**src/rtl/dps_consts.svh**
```systemverilog
// offsets, field positions, reset values and timing counts of the drive power state block
`ifndef DPS_CONSTS_SVH
`define DPS_CONSTS_SVH
// printed object indices (not multiples of four: byte address = 4 * index)
`define DPS_IDX_CMD 16'h6040
`define DPS_IDX_STATE 16'h6041
`define DPS_IDX_MODE_REQ 16'h6060
`define DPS_IDX_MODE_ACT 16'h6061
`define DPS_IDX_CD_MUL 16'h2057
`define DPS_IDX_CD_DIV 16'h2058
`define DPS_IDX_HOLD 16'h3212
// own registers
`define DPS_IDX_IRQ_STAT 16'h7000
`define DPS_IDX_IRQ_CLR 16'h7001
`define DPS_IDX_IRQ_EN 16'h7002
`define DPS_IDX_CTRL 16'h7003
`define DPS_IDX_HALT_CODE 16'h605D
// command word bit positions
`define DPS_CW_SO 0
`define DPS_CW_EV 1
`define DPS_CW_QS 2
`define DPS_CW_EO 3
`define DPS_CW_FR 7
`define DPS_CW_HALT 8
// state word bit positions
`define DPS_SW_INDEX 15
// reset values
`define DPS_MUL_RST 16'h0001
`define DPS_DIV_RST 16'h0001
`define DPS_HALT_RST 16'h0001
// self test length
`define DPS_SELFTEST_NS 100
`define DPS_CLK_NS 5
`define DPS_SELFTEST_CYC ((`DPS_SELFTEST_NS + `DPS_CLK_NS - 1) / `DPS_CLK_NS)
`endif

```
**src/rtl/dps_pkg.sv**
```systemverilog
// types of the drive power state block
package dps_pkg;
    typedef enum logic [3:0]
    {
        DPS_NOT_READY = 4'h0,
        DPS_SW_DISABLED = 4'h1,
        DPS_READY = 4'h2,
        DPS_SWITCHED_ON = 4'h3,
        DPS_OP_ENABLED = 4'h4,
        DPS_QUICK_STOP = 4'h5,
        DPS_FAULT_REACT = 4'h6,
        DPS_FAULT = 4'h7
    } dps_state_t;
endpackage

```
**src/rtl/dps_step_scale.sv**
```systemverilog
// step pulse scaler for clock-direction mode
`timescale 1ns/1ps
`default_nettype none
module dps_step_scale
#(
    parameter int W = 16
)
(
    // clock and reset
    input wire logic core_clk,
    input wire logic rst,
    // control
    input wire logic active,
    input wire logic [W-1:0] mul,
    input wire logic [W-1:0] divr,
    // steps
    input wire logic step_in,
    output logic step_out
);
    typedef struct packed
    {
        logic [W+1:0] acc;
        logic out;
    } dps_ss_t;
    dps_ss_t s_r;
    dps_ss_t s_nxt;
    // accumulate mul per input step, emit one output step per div units
    always_comb
    begin
        logic [W+1:0] d;
        d = {2'b00, ((divr == '0) ? W'(1) : divr)};
        s_nxt = s_r;
        s_nxt.out = 1'b0;
        if (!active)
        begin
            s_nxt.acc = '0;
        end
        else if (s_r.acc >= d)
        begin
            // one output per cycle; limits ratio to clock rate
            s_nxt.acc = s_r.acc - d;
            s_nxt.out = 1'b1;
        end
        else if (step_in)
        begin
            s_nxt.acc = s_r.acc + {2'b00, mul};
        end
    end
    // state register
    always_ff @(posedge core_clk or posedge rst)
    begin
        if (rst)
        begin
            s_r <= '0;
        end
        else
        begin
            s_r <= s_nxt;
        end
    end
    assign step_out = s_r.out;
endmodule
`default_nettype wire

```
**src/rtl/dps_core.sv**
```systemverilog
// drive power state machine with register port
`timescale 1ns/1ps
`default_nettype none
`include "dps_consts.svh"
module dps_core
    import dps_pkg::*;
#(
    parameter int SELFTEST_CYC = `DPS_SELFTEST_CYC,
    parameter logic [7:0] MODE_CLKDIR = 8'hFF
)
(
    // clock and reset
    input wire logic core_clk,
    input wire logic rst,
    // register port
    input wire logic [17:0] reg_addr,
    input wire logic [15:0] reg_wdata,
    input wire logic reg_wr,
    input wire logic reg_rd,
    output logic [15:0] reg_rdata,
    // drive side events
    input wire logic fault_evt,
    input wire logic fault_done,
    input wire logic fatal_evt,
    input wire logic selftest_ok,
    input wire logic enc_index_pin,
    input wire logic step_pin,
    // drive outputs
    output logic power_on,
    output logic hold_torque,
    output logic halt_req,
    output logic [7:0] mode_active,
    output logic step_scaled,
    output logic irq
);
    // ------------------------------------------------------------
    // state
    // ------------------------------------------------------------
    typedef struct packed
    {
        dps_state_t st;
        logic [15:0] cmd;
        logic fr_prev;
        logic [7:0] mode_req;
        logic [7:0] mode_act;
        logic [15:0] mul;
        logic [15:0] divr;
        logic hold;
        logic [15:0] halt_code;
        logic idx_seen;
        logic enc_comm;
        logic [15:0] st_cnt;
        logic [2:0] irq_stat;
        logic [2:0] irq_en;
        logic [15:0] rdata;
        logic [1:0] idx_sync;
        logic [1:0] step_sync;
        logic idx_prev;
        logic step_prev;
    } dps_core_t;
    dps_core_t s_r;
    dps_core_t s_nxt;
    logic step_scaled_w;
    // decode helpers
    function automatic logic is_addr(input logic [17:0] a, input logic [15:0] idx);
        is_addr = (a == {idx, 2'b00});
    endfunction
    function automatic logic [15:0] state_bits(input dps_state_t st);
        logic [15:0] v;
        v = 16'h0000;
        unique case (st)
            DPS_NOT_READY: v = 16'h0000;
            DPS_SW_DISABLED: v = 16'h0040;
            DPS_READY: v = 16'h0021;
            DPS_SWITCHED_ON: v = 16'h0023;
            DPS_OP_ENABLED: v = 16'h0027;
            DPS_QUICK_STOP: v = 16'h0007;
            DPS_FAULT_REACT: v = 16'h000F;
            DPS_FAULT: v = 16'h0008;
        endcase
        state_bits = v;
    endfunction
    // command decode, don't-care bits left out of each compare
    logic c_shutdown, c_switch_on, c_dis_volt, c_qstop, c_enable;
    logic [15:0] cw;
    always_comb
    begin
        cw = s_r.cmd;
        c_shutdown = !cw[7] && cw[2:0] == 3'b110;
        c_switch_on = !cw[7] && !cw[3] && cw[2:0] == 3'b111;
        c_enable = !cw[7] && cw[3] && cw[2:0] == 3'b111;
        c_dis_volt = !cw[7] && !cw[1];
        c_qstop = !cw[7] && !cw[2] && cw[1];
    end
    logic stat_wr_mode;
    logic fr_rise;
    logic idx_rise;
    // ------------------------------------------------------------
    // next state
    // ------------------------------------------------------------
    always_comb
    begin
        logic [2:0] ev;
        s_nxt = s_r;
        ev = 3'b000;
        s_nxt.idx_sync = {s_r.idx_sync[0], enc_index_pin};
        s_nxt.step_sync = {s_r.step_sync[0], step_pin};
        s_nxt.idx_prev = s_r.idx_sync[1];
        // edge detect on the second stage only, the first may still be metastable
        s_nxt.step_prev = s_r.step_sync[1];
        idx_rise = s_r.idx_sync[1] && !s_r.idx_prev;
        fr_rise = s_r.cmd[`DPS_CW_FR] && !s_r.fr_prev;
        s_nxt.fr_prev = s_r.cmd[`DPS_CW_FR];
        stat_wr_mode = (s_r.st == DPS_SW_DISABLED) || (s_r.st == DPS_READY)
            || (s_r.st == DPS_SWITCHED_ON);
        if (idx_rise && s_r.enc_comm)
        begin
            s_nxt.idx_seen = 1'b1;
        end
        // power state transitions; anything else holds state
        if (fatal_evt)
        begin
            s_nxt.st = DPS_NOT_READY;
        end
        else
        begin
            unique case (s_r.st)
                DPS_NOT_READY:
                begin
                    // after a fatal error the counter is parked at max
                    if (s_r.st_cnt == 16'(SELFTEST_CYC) && selftest_ok)
                    begin
                        s_nxt.st = DPS_SW_DISABLED;
                    end
                    else if (s_r.st_cnt < 16'(SELFTEST_CYC))
                    begin
                        s_nxt.st_cnt = s_r.st_cnt + 16'h0001;
                    end
                end
                DPS_SW_DISABLED:
                    if (fault_evt) s_nxt.st = DPS_FAULT_REACT;
                    else if (c_shutdown) s_nxt.st = DPS_READY;
                DPS_READY:
                    if (fault_evt) s_nxt.st = DPS_FAULT_REACT;
                    else if (c_dis_volt || c_qstop) s_nxt.st = DPS_SW_DISABLED;
                    else if (c_switch_on) s_nxt.st = DPS_SWITCHED_ON;
                DPS_SWITCHED_ON:
                    if (fault_evt) s_nxt.st = DPS_FAULT_REACT;
                    else if (c_dis_volt || c_qstop) s_nxt.st = DPS_SW_DISABLED;
                    else if (c_shutdown) s_nxt.st = DPS_READY;
                    else if (c_enable)
                    begin
                        s_nxt.st = DPS_OP_ENABLED;
                        s_nxt.mode_act = s_r.mode_req;
                    end
                DPS_OP_ENABLED:
                    if (fault_evt) s_nxt.st = DPS_FAULT_REACT;
                    else if (c_dis_volt) s_nxt.st = DPS_SW_DISABLED;
                    else if (c_qstop) s_nxt.st = DPS_QUICK_STOP;
                    else if (c_shutdown) s_nxt.st = DPS_READY;
                    else if (c_switch_on) s_nxt.st = DPS_SWITCHED_ON;
                DPS_QUICK_STOP:
                    if (fault_evt) s_nxt.st = DPS_FAULT_REACT;
                    else if (c_dis_volt) s_nxt.st = DPS_SW_DISABLED;
                DPS_FAULT_REACT:
                    if (fault_done) s_nxt.st = DPS_FAULT;
                DPS_FAULT:
                    if (fr_rise && !fault_evt) s_nxt.st = DPS_SW_DISABLED;
                default:
                    s_nxt.st = DPS_NOT_READY;
            endcase
        end
        if (fatal_evt)
        begin
            s_nxt.st_cnt = 16'hFFFF;
        end
        // interrupt events: state change, fault, index seen
        ev[0] = (s_nxt.st != s_r.st);
        ev[1] = (s_nxt.st == DPS_FAULT_REACT) && (s_r.st != DPS_FAULT_REACT);
        ev[2] = s_nxt.idx_seen && !s_r.idx_seen;
        // register writes
        if (reg_wr)
        begin
            if (is_addr(reg_addr, `DPS_IDX_CMD)) s_nxt.cmd = reg_wdata;
            if (is_addr(reg_addr, `DPS_IDX_MODE_REQ) && stat_wr_mode) s_nxt.mode_req = reg_wdata[7:0];
            if (is_addr(reg_addr, `DPS_IDX_CD_MUL)) s_nxt.mul = reg_wdata;
            if (is_addr(reg_addr, `DPS_IDX_CD_DIV)) s_nxt.divr = reg_wdata;
            if (is_addr(reg_addr, `DPS_IDX_HOLD)) s_nxt.hold = (reg_wdata == 16'h0001);
            if (is_addr(reg_addr, `DPS_IDX_HALT_CODE)) s_nxt.halt_code = reg_wdata;
            if (is_addr(reg_addr, `DPS_IDX_IRQ_EN)) s_nxt.irq_en = reg_wdata[2:0];
            if (is_addr(reg_addr, `DPS_IDX_CTRL)) s_nxt.enc_comm = reg_wdata[0];
            if (is_addr(reg_addr, `DPS_IDX_IRQ_CLR)) s_nxt.irq_stat = s_r.irq_stat & ~reg_wdata[2:0];
        end
        // set wins over clear
        s_nxt.irq_stat = s_nxt.irq_stat | ev;
        // read data, valid only in the cycle after the strobe
        s_nxt.rdata = 16'h0000;
        if (reg_rd)
        begin
            if (is_addr(reg_addr, `DPS_IDX_CMD)) s_nxt.rdata = s_r.cmd;
            else if (is_addr(reg_addr, `DPS_IDX_STATE))
                s_nxt.rdata = state_bits(s_r.st) | {s_r.idx_seen, 15'h0000};
            else if (is_addr(reg_addr, `DPS_IDX_MODE_REQ)) s_nxt.rdata = {8'h00, s_r.mode_req};
            else if (is_addr(reg_addr, `DPS_IDX_MODE_ACT)) s_nxt.rdata = {8'h00, s_r.mode_act};
            else if (is_addr(reg_addr, `DPS_IDX_CD_MUL)) s_nxt.rdata = s_r.mul;
            else if (is_addr(reg_addr, `DPS_IDX_CD_DIV)) s_nxt.rdata = s_r.divr;
            else if (is_addr(reg_addr, `DPS_IDX_HOLD)) s_nxt.rdata = {15'h0000, s_r.hold};
            else if (is_addr(reg_addr, `DPS_IDX_HALT_CODE)) s_nxt.rdata = s_r.halt_code;
            else if (is_addr(reg_addr, `DPS_IDX_IRQ_STAT)) s_nxt.rdata = {13'h0000, s_r.irq_stat};
            else if (is_addr(reg_addr, `DPS_IDX_IRQ_EN)) s_nxt.rdata = {13'h0000, s_r.irq_en};
            else if (is_addr(reg_addr, `DPS_IDX_CTRL)) s_nxt.rdata = {15'h0000, s_r.enc_comm};
        end
    end
    // ------------------------------------------------------------
    // registers
    // ------------------------------------------------------------
    always_ff @(posedge core_clk or posedge rst)
    begin
        if (rst)
        begin
            s_r <= '0;
            s_r.st <= DPS_NOT_READY;
            s_r.mul <= `DPS_MUL_RST;
            s_r.divr <= `DPS_DIV_RST;
            s_r.halt_code <= `DPS_HALT_RST;
        end
        else
        begin
            s_r <= s_nxt;
        end
    end
    // ------------------------------------------------------------
    // outputs
    // ------------------------------------------------------------
    logic halt_mode;
    // halt only meaningful in pp, vl, pv, tq, ip modes
    assign halt_mode = (s_r.mode_act == 8'h01) || (s_r.mode_act == 8'h02) || (s_r.mode_act == 8'h03)
        || (s_r.mode_act == 8'h04) || (s_r.mode_act == 8'h07);
    assign reg_rdata = s_r.rdata;
    assign power_on = (s_r.st == DPS_OP_ENABLED) || (s_r.st == DPS_QUICK_STOP);
    assign hold_torque = (s_r.st == DPS_SWITCHED_ON) && s_r.hold;
    assign halt_req = (s_r.st == DPS_OP_ENABLED) && halt_mode && s_r.cmd[`DPS_CW_HALT];
    assign mode_active = s_r.mode_act;
    assign irq = |(s_r.irq_stat & s_r.irq_en);
    assign step_scaled = step_scaled_w;
    // clock-direction scaler
    dps_step_scale #(.W(16)) u_scale
    (
        .core_clk(core_clk),
        .rst(rst),
        .active((s_r.st == DPS_OP_ENABLED) && (s_r.mode_act == MODE_CLKDIR)),
        .mul(s_r.mul),
        .divr(s_r.divr),
        .step_in(s_r.step_sync[1] && !s_r.step_prev),
        .step_out(step_scaled_w)
    );
    // ------------------------------------------------------------
    // checks
    // ------------------------------------------------------------
    property p_fatal;
        @(posedge core_clk) disable iff (rst) fatal_evt |=> s_r.st == DPS_NOT_READY;
    endproperty
    a_fatal: assert property (p_fatal) else $error("fatal not locked");
    property p_lock;
        @(posedge core_clk) disable iff (rst) (s_r.st_cnt == 16'hFFFF) |=> s_r.st == DPS_NOT_READY;
    endproperty
    a_lock: assert property (p_lock) else $error("left locked state");
    property p_fr;
        @(posedge core_clk) disable iff (rst)
            (s_r.st == DPS_FAULT) && $stable(s_r.cmd[7]) && !fatal_evt |=> s_r.st == DPS_FAULT;
    endproperty
    a_fr: assert property (p_fr) else $error("fault left without edge");
    property p_mode;
        @(posedge core_clk) disable iff (rst) (s_r.st == DPS_OP_ENABLED) |=> $stable(s_r.mode_req);
    endproperty
    a_mode: assert property (p_mode) else $error("mode changed while running");
    property p_act;
        @(posedge core_clk) disable iff (rst) $changed(s_r.mode_act) |-> s_r.st == DPS_OP_ENABLED;
    endproperty
    a_act: assert property (p_act) else $error("mode applied outside enable");
    property p_hold;
        @(posedge core_clk) disable iff (rst) hold_torque |-> s_r.hold && s_r.st == DPS_SWITCHED_ON;
    endproperty
    a_hold: assert property (p_hold) else $error("hold torque wrong");
    property p_en;
        @(posedge core_clk) disable iff (rst)
            (s_r.st == DPS_SWITCHED_ON) && c_enable && !fault_evt && !fatal_evt |=> s_r.st == DPS_OP_ENABLED;
    endproperty
    a_en: assert property (p_en) else $error("enable ignored");
    property p_ign;
        @(posedge core_clk) disable iff (rst)
            (s_r.st == DPS_SW_DISABLED) && (c_switch_on || c_enable) && !fault_evt && !fatal_evt |=> $stable(s_r.st);
    endproperty
    a_ign: assert property (p_ign) else $error("invalid command acted on");
    property p_idx;
        @(posedge core_clk) disable iff (rst) s_r.idx_seen |=> s_r.idx_seen;
    endproperty
    a_idx: assert property (p_idx) else $error("index flag dropped");
    c_op: cover property (@(posedge core_clk) disable iff (rst) s_r.st == DPS_OP_ENABLED);
    c_flt: cover property (@(posedge core_clk) disable iff (rst) s_r.st == DPS_FAULT ##1 s_r.st == DPS_SW_DISABLED);
    c_qs: cover property (@(posedge core_clk) disable iff (rst) s_r.st == DPS_QUICK_STOP);
endmodule
`default_nettype wire

```
**config.mk**
```make
export PLATFORM = sky130hd
export DESIGN_NAME = dps_core
export DESIGN_NICKNAME = d
export VERILOG_FILES = /design/src/rtl/dps_pkg.sv /design/src/rtl/dps_step_scale.sv /design/src/rtl/dps_core.sv
export VERILOG_INCLUDE_DIRS = /design/src /design/src/rtl
export SDC_FILE = /design/constraint.sdc
export NUM_CORES = 1
export LEC_CHECK = 0
export BUFFER_PORTS_ARGS = -buffer_cell sky130_fd_sc_hd__buf_4
export CAP_MARGIN = 25
export CORE_AREA = 5 5 131 133
export CTS_CLUSTER_SIZE = 40
export DETAILED_ROUTE_END_ITERATION = 8
export DIE_AREA = 0 0 136 138
export PLACE_DENSITY = 0.86
export REMOVE_ABC_BUFFERS = 1
export SLEW_MARGIN = 10
export SYNTH_ARGS = -nofsm -noshare
export SYNTH_HDL_FRONTEND = slang
export SYNTH_SLANG_ARGS = --single-unit
```
**constraint.sdc**
```tcl
create_clock -name core_clk -period 4.41 [get_ports core_clk]
set_clock_uncertainty 0.05 [all_clocks]
set_input_delay 0.6615 -clock core_clk [delete_from_list [all_inputs] [get_ports core_clk]]
set_output_delay 0.6615 -clock core_clk [all_outputs]
set_load 0.02 [all_outputs]
```
==> results of run 1 <==
-- power groups by stage --
stage / sequential [mW] / combinational (mW) / clock, mW
finish: 1.39 / 0.116 / 1.49
CTS: 1.39 / 0.114 / 1.51
detailed placement: 1.42 / 0.113 / 0
floorplan: 1.42 / 0.0401 / 0
global placement: 1.42 / 0.111 / 0
global route: 1.39 / 0.127 / 1.57
-- layer usage --
metal	global-route usage [%]	part of all wire, %
met2	37.4	48
met4	7.27	2.3
met3	4.83	7.5
met5	0	0
met1	33.4	42
-- registers in the layout, summed over array words and instances, names as in the netlist --
register          cells
u_scale.step_out      1
reg_rdata            16
mode_active           8
s_r                  88
u_scale.s_r          18
cw                   16
s_nxt                 4
-- critical path, cell delays in order (launching register included) --
cell	delay (ns)
dfrtp_1	0.49
nor4_1	0.10
a41o_1	0.20
ha_1	0.24
fa_1	0.41
nand2b_1	0.19
a211oi_1	0.27
nor4_1	0.12
o21bai_2	0.31
buf_4	0.38
a211oi_1	0.11
a211oi_1	0.28
-- final timing paths --
| path | from | to | depth (start not counted) |
|---|---|---|---|
| setup / recovery | s_r[64] | u_scale.s_r[4] | 11 |
| hold / removal | rst | u_scale.s_r[7] | 2 |
| setup reg to reg | s_r[64] | u_scale.s_r[4] | 11 |
| hold reg to reg | s_nxt[5] | s_nxt[1] | 0 |
| max in group asynchronous | rst | s_r[130] | 4 |
| min in group core_clk | step_pin | s_nxt[3] | 1 |
-- synth_stat cells, types with 19 or more instances --
cell / number
inv_1: 36
dfrtp_1: 148
clkbuf_1: 20
ha_1: 34
a21oi_1: 39
nand2_1: 51
o21ai_0: 33
nor3_1: 19
xnor2_1: 21
buf_4: 26
nor2_1: 46
a211oi_1: 21
mux2_2: 75
-- layout make-up --
type | instances | area [sq um]
clock inverters | 13 | 173
flip-flops and latches | 151 | 3780
clock buffers | 17 | 425
fillers | 1246 | 5990
well taps | 216 | 270
repair buffers | 79 | 617
inverters | 37 | 144
multi-input cells | 578 | 4310
-- stage by stage --
step                util, %  setup TNS [ns]
floorplan                 -          -53.47
global placement       57.8               0
detailed placement     57.9               0
finish                 61.9               0
CTS                    61.7               0
global route           61.9               0
-- logic make-up (layout without fill, tap and decap cells) --
group / after synthesis / in the layout
AOI/OAI and AO/OA: 180 / 180
other: 1 / 1
and+or+nand+nor: 232 / 232
xor gates and xnor gates: 33 / 33
DFF: 151 / 151
adders and majority gates: 36 / 36
muxes: 96 / 96
buffers and inverters: 95 / 146
==> summary.md, run 1 <==
| Metric | Value |
|---|---|
| Share of async-settable or async-resettable flops after synthesis | `between 90% and 100%` |
| TritonCTS clock tree | `yes` |
| First-pass GRT wire length | `35800 microns` |
| Final worst hold slack | `about 0.13 ns` |
| CP endpoint kind | `flip-flop` |
| Critical Setup Path Class | `flip-flop to flip-flop` |
| Number of cells produced by synthesis | `824` |
| Max Cap Violations | `0` |
| Result of the run | `completed` |
| Antenna violation net count after detailed routing | `0` |
| Non-filler instance count after layout | `1091` |
| Weighted congestion at the end of routability-driven global placement | `0.930` |
| Overall power after layout | `between 3 and 4 mW` |
| Cell internal power dissipation | `2.32 mW` |
| Leading cell type in the layout, fill and taps excluded | `dfrtp_1` |
| Number of synthesized register bits | `between 150 and 200` |
| Fraction of post-synthesis cell area in the top cell type by area | `43.2%` |
| Die Area | `0.0188 sq mm` |
| Sort of element at the start of the critical path | `flip-flop` |
| Highest attainable clock frequency | `306 MHz` |
| Dominant synthesized flop cell | `dfrtp_1` |
| Setup slack of the worst register-to-register path | `approximately 1.1 ns` |
| Total of cells resized after clock tree synthesis | `0` |
| Setup repair after global routing missed its margin | `false` |
| Critical Path RT | `between 4 and 5 ns` |
| Overall fraction of global-route tracks in use | `23.8%` |
| Netlist area before placement | `0.00858 sq mm` |
| Peak supply drop | `0.284 mV` |
| Slew @ Worst Pin | `0.866 ns` |
| Xor/xnor cell area share of the yosys netlist | `3.37%` |
| Commonest cells after routing, fill and taps aside | `dfrtp_1 (148), buf_4 (77), mux2_2 (75)` |
| # placed instances | `between 1k and 1.5k` |
| Largest net degree at the start of global routing | `111` |
| Via-per-instance ratio | `6.31` |
| Post-Synth Adder-Cell Area | `5.43%` |
| Vert. Die Dim | `138 microns` |
| Total clock buffers created by CTS | `17` |
| Final #Nets | `between 900 and 1k` |
| Portion of the clock cycle consumed by the worst path in the final layout | `74.2%` |
| Detailed-routing iteration count for the pre-antenna-repair pass | `6` |
| Worst path setup slack after routing | `approximately 1.1 ns` |
| Clock-pin transition on the worst setup and hold timing paths | `0.07 ns` |
| # H-tree levels | `4` |
| Worst Path Max Fanout | `28` |
| Core area | `0.0157 sq mm` |
| Synthesized-area fraction occupied by and/or/nand/nor cells | `14.7%` |
| Clock share of power | `49.8%` |
| LEAKAGE | `about 4.5 nW` |
| Compound-gate portion of the synthesized area | `14.3%` |
| Relative contribution of combinational cells to total power | `under 10%` |
| Die width | `136 microns` |
| Fraction of layout cells with a size suffix above 1 | `23.8%` |
| Cell types occupying the most area after synthesis | `dfrtp_1 (43%), mux2_2 (9.8%), ha_1 (5.0%)` |
| Sequential share of power | `a little under half` |
| Count of unique library cells instantiated by Yosys | `69` |
| Register area share after synthesis | `roughly 44%` |
| Remaining global-route overflow | `0` |
| Switching power | `0.680 mW` |
| Number of buffers between clock root and the deepest sink | `2` |
| Growth of design area from synthesis to finish | `13.4%` |
| Clock Tree Root | `clkbuf_16` |
| Clock tree sinks | `about 150` |
| Remaining routing DRC violations | `0` |
| Dpl hpwl | `15600 microns` |
| Max transition margin | `42.3%` |
| Hold Vio Cnt, Final | `0` |
| Top-level I/O count | `73` |
| Routed wire length per instance | `20.2 microns` |
| Max Transition Viols Final | `0` |
| Total cell area at the placement stage | `slightly above 0.009 sq mm` |
| Min-delay worst type | `input port to async pin` |
| Net Sw Frac | `22.6%` |
| Antenna diodes | `0` |
| Number of global-route vias before repair | `approximately 6.7k` |
| Count of yosys warnings during synthesis | `0` |
| Final critical path time including I/O delays and setup | `between 3 and 4 ns` |
| Site row count | `46` |
| Pre-CTS setup slack | `1.13 ns` |
| Post-CTS Setup Inserts | `0` |
| Post-synthesis cell type with the largest combined area | `dfrtp_1` |
| Portion of netlist area occupied by mux cells | `between 10% and 20%` |
| Cell Pwr Density | `309 mW/mm^2` |
| Clock latency at the later pin of the worst-skew pair | `roughly 0.43 ns` |
| Wire length reported by the detailed router | `22000 microns` |
| Number of synthesized flops with an enable pin | `0` |
| Hold-fix buffers at CTS | `0` |
| Combinational family with the most area after synthesis | `simple AND/OR/NAND/NOR gates` |
| Design Area, Final | `0.00973 sq mm` |
| Worst endpoint data arrival time | `3.54 ns` |
| Number of port buffers | `72` |
| DR iter-0 viols | `916` |
| Initial core utilization | `54.6%` |
| Setup-violating endpoint count in the final report | `0` |
| Synthesized area divided by synthesized cell count | `10.4 sq um` |
| Initial antenna violation count | `0` |
| Total number of vias | `6879` |
Note: power is estimated with default switching activity, not from simulation.
==> run 2, diff against run 1 <==
clock period = 2.8 ns   (was 4.41 ns; I/O delays follow)
==> run 2 against run 1 <==
Effect of this change: the flow now finishes with violations (negative setup slack); total power increased by 58%; worst setup slack lost 1.2 ns; combinational power grew 59%; non-clock buffer count up 44; hold slack got worse by 0.096 ns; die area did not move; via count up 4.3%; sequential cell count unchanged; first-iteration DRC count decreased by 9.6%; largest power group unchanged.
==> summary.md, run 2 (synthesis results as in run 1) <==
| Metric | Value |
|---|---|
| Number of port buffers | `72` |
| Setup-violating endpoint count in the final report | `8` |
| Wire length reported by the detailed router | `23600 microns` |
| Total negative slack | `-0.222 ns` |
| Overall fraction of global-route tracks in use | `25.1%` |
| Cell breakdown of the critical path | `nor4_4 -> a41o_1 -> ha_2 -> fa_2 -> nand2b_4 -> a211oi_4 -> nor4_4 -> o21bai_4 -> buf_4 -> buf_4 -> o211ai_1 -> xor2_1 -> nor2_1` |
| Sequential share of power | `46.3%` |
| Commonest cells after routing, fill and taps aside | `dfrtp_1 (148), buf_4 (116), mux2_2 (75)` |
| # placed instances | `1097` |
| Via-per-instance ratio | `approximately 6.3` |
| Final worst hold slack | `0.0317 ns` |
| Remaining global-route overflow | `0` |
| Switching power | `1.12 mW` |
| Initial antenna violation count | `0` |
| CP endpoint kind | `flip-flop` |
| Met1 Usage GRT | `33.9%` |
| Clock latency at the later pin of the worst-skew pair | `0.44 ns` |
| DR iter-0 viols | `828` |
| First-pass GRT wire length | `roughly 37000 microns` |
| Die width | `136 microns` |
| Clock tree sinks | `151` |
| Min-delay worst type | `input port to flip-flop` |
| Sort of element at the start of the critical path | `flip-flop` |
| Met3 track demand over resource in global routing | `5.26%` |
| GR met2 Demand/Resource | `between 40 and 50%` |
| Cell internal power dissipation | `between 3 and 4 mW` |
| Peak supply drop | `0.448 mV` |
| Net Sw Frac | `23.7%` |
| GRT Max-Usage Layer | `met2` |
| Growth of design area from synthesis to finish | `19.2%` |
| Weighted congestion at the end of routability-driven global placement | `about 0.91` |
| Final #Nets | `988` |
| Critical Setup Path Class | `flip-flop to flip-flop` |
| Final critical path time including I/O delays and setup | `~2.9 ns` |
| Clock share of power | `49.8%` |
| Highest attainable clock frequency | `349 MHz` |
| Slowest stage cell on the critical path | `dfrtp_1` |
| Max transition margin | `about two fifths` |
| Top-level I/O count | `73` |
| Largest stage delay on the critical path | `slightly above 0.4 ns` |
| Clock Tree Root | `clkbuf_16` |
| Fraction of layout cells with a size suffix above 1 | `between 20% and 30%` |
| Site row count | `46` |
| Routed wire length per instance | `roughly 21 microns` |
| Slew @ Worst Pin | `0.904 ns` |
| Antenna violation net count after detailed routing | `0` |
| Max Cap Violations | `0` |
| Number of buffers between clock root and the deepest sink | `2` |
| Detailed-routing iteration count for the pre-antenna-repair pass | `6` |
| LEAKAGE | `4.75 nW` |
| Number of flip-flops in the largest register | `88` |
| Result of the run | `complete, but fails checks` |
| TritonCTS clock tree | `yes` |
| Worst path setup slack after routing | `-0.0636 ns` |
| Max Transition Viols Final | `0` |
| Setup repair after global routing missed its margin | `true` |
| Total clock buffers created by CTS | `17` |
| Critical Path RT | `~3.0 ns` |
| Portion of the clock cycle consumed by the worst path in the final layout | `102%` |
| Worst endpoint data arrival time | `around 3.1 ns` |
| Non-filler instance count after layout | `1137` |
| Total number of vias | `7172` |
| Largest regs | `s_r x88, u_scale.s_r x18` |
| Violations in the final reports | `negative setup slack` |
| Clock-pin transition on the worst setup and hold timing paths | `0.07 ns` |
| Largest net degree at the start of global routing | `60` |
| Antenna diodes | `0` |
| Hold Vio Cnt, Final | `0` |
| Dpl hpwl | `16000 microns` |
| Core area | `roughly 0.016 sq mm` |
| Top reg by flops | `s_r` |
| Relative contribution of combinational cells to total power | `3.9%` |
| Leading cell type in the layout, fill and taps excluded | `dfrtp_1` |
| Number of global-route vias before repair | `between 6k and 7k` |
| # H-tree levels | `4` |
| Worst Path Max Fanout | `7` |
| Vert. Die Dim | `roughly 140 microns` |
| Initial core utilization | `54.6%` |
| Die Area | `around 0.019 sq mm` |
| Cell Pwr Density | `~460 mW/mm^2` |
| Remaining routing DRC violations | `0` |
==> run 2: changes by cell type in the layout (fill, tap and decap cells not counted), moves of 3 or more <==
cell / before / now
nor4_1: 17 / 14
o21ai_0: 33 / 30
buf_12: 0 / 3
buf_4: 77 / 116
==> run 2: what timing repair did <==
action                                  CTS  global route
hold endpoints to repair                 39             0
pin swaps                                10            13
hold buffers                              1             0
gates cloned                              0             2
endpoints found under the setup margin   18            18
gates resized for setup                  15            16
buffers inserted                          4             1
==> run 2: stage by stage <==
step	utilization, %	worst slack, ns	power (mW)	cell area, sq um
2_1_floorplan	-	-1.73	2.29	8230
3_3_place_gp	59.9	-0.110	2.41	9410
3_5_place_dp	59.9	-0.292	2.41	9410
4_1_cts	64.5	-0.0170	4.74	10100
5_1_grt	65.1	-0.120	4.86	10200
6_report	65.1	-0.0636	4.74	10200
==> run 2: cell type report <==
class,instances,area (sq um)
clock buffer,18,439
clock inverter,14,164
fill,1135,5490
inverter,37,144
multi-input combinational,578,4460
sequential,151,3780
tap,216,270
timing repair buffer,123,965
==> run 2: worst max-delay path, delay by kind of cell (launching register included) <==
kind | cells | cell delay [ns]
flip-flops | 1 | 0.41
XOR/XNOR | 1 | 0.15
AND/OR/NAND/NOR | 4 | 0.37
adder cells (fa/ha/maj) | 2 | 0.54
AO/OA/AOI/OAI | 4 | 0.92
buffers and inverters | 2 | 0.28
==> run 2: routing by layer <==
| metal | vias up | part of all wire [%] |
|---|---|---|
| met5 | - | 0 |
| met4 | 0 | 3.2 |
| met3 | 79 | 8.9 |
| met2 | 392 | 48 |
| met1 | 3514 | 40 |
| li1 | 3187 | - |
==> run 2: power by group through the flow <==
stage	sequential (mW)	clock (mW)	combinational [mW]
finish	2.19	2.36	0.185
global route	2.19	2.47	0.203
CTS	2.19	2.37	0.184
detailed placement	2.23	0	0.181
global placement	2.23	0	0.178
floorplan	2.23	0	0.0631
==> run 2: path summary, 6_finish.rpt <==
| check | startpoint | endpoint | slack, ns | depth (start not counted) |
|---|---|---|---|---|
| hold reg to reg | s_nxt[5] | s_nxt[1] | 0.30 | 0 |
| min in group asynchronous | rst | s_nxt[5] | 0.51 | 3 |
| setup / recovery | s_r[71] | u_scale.s_r[18] | -0.06 | 13 |
| hold / removal | step_pin | s_nxt[3] | 0.03 | 1 |
| setup reg to reg | s_r[71] | u_scale.s_r[18] | -0.06 | 13 |
| max in group asynchronous | rst | reg_rdata[2] | 1.49 | 4 |
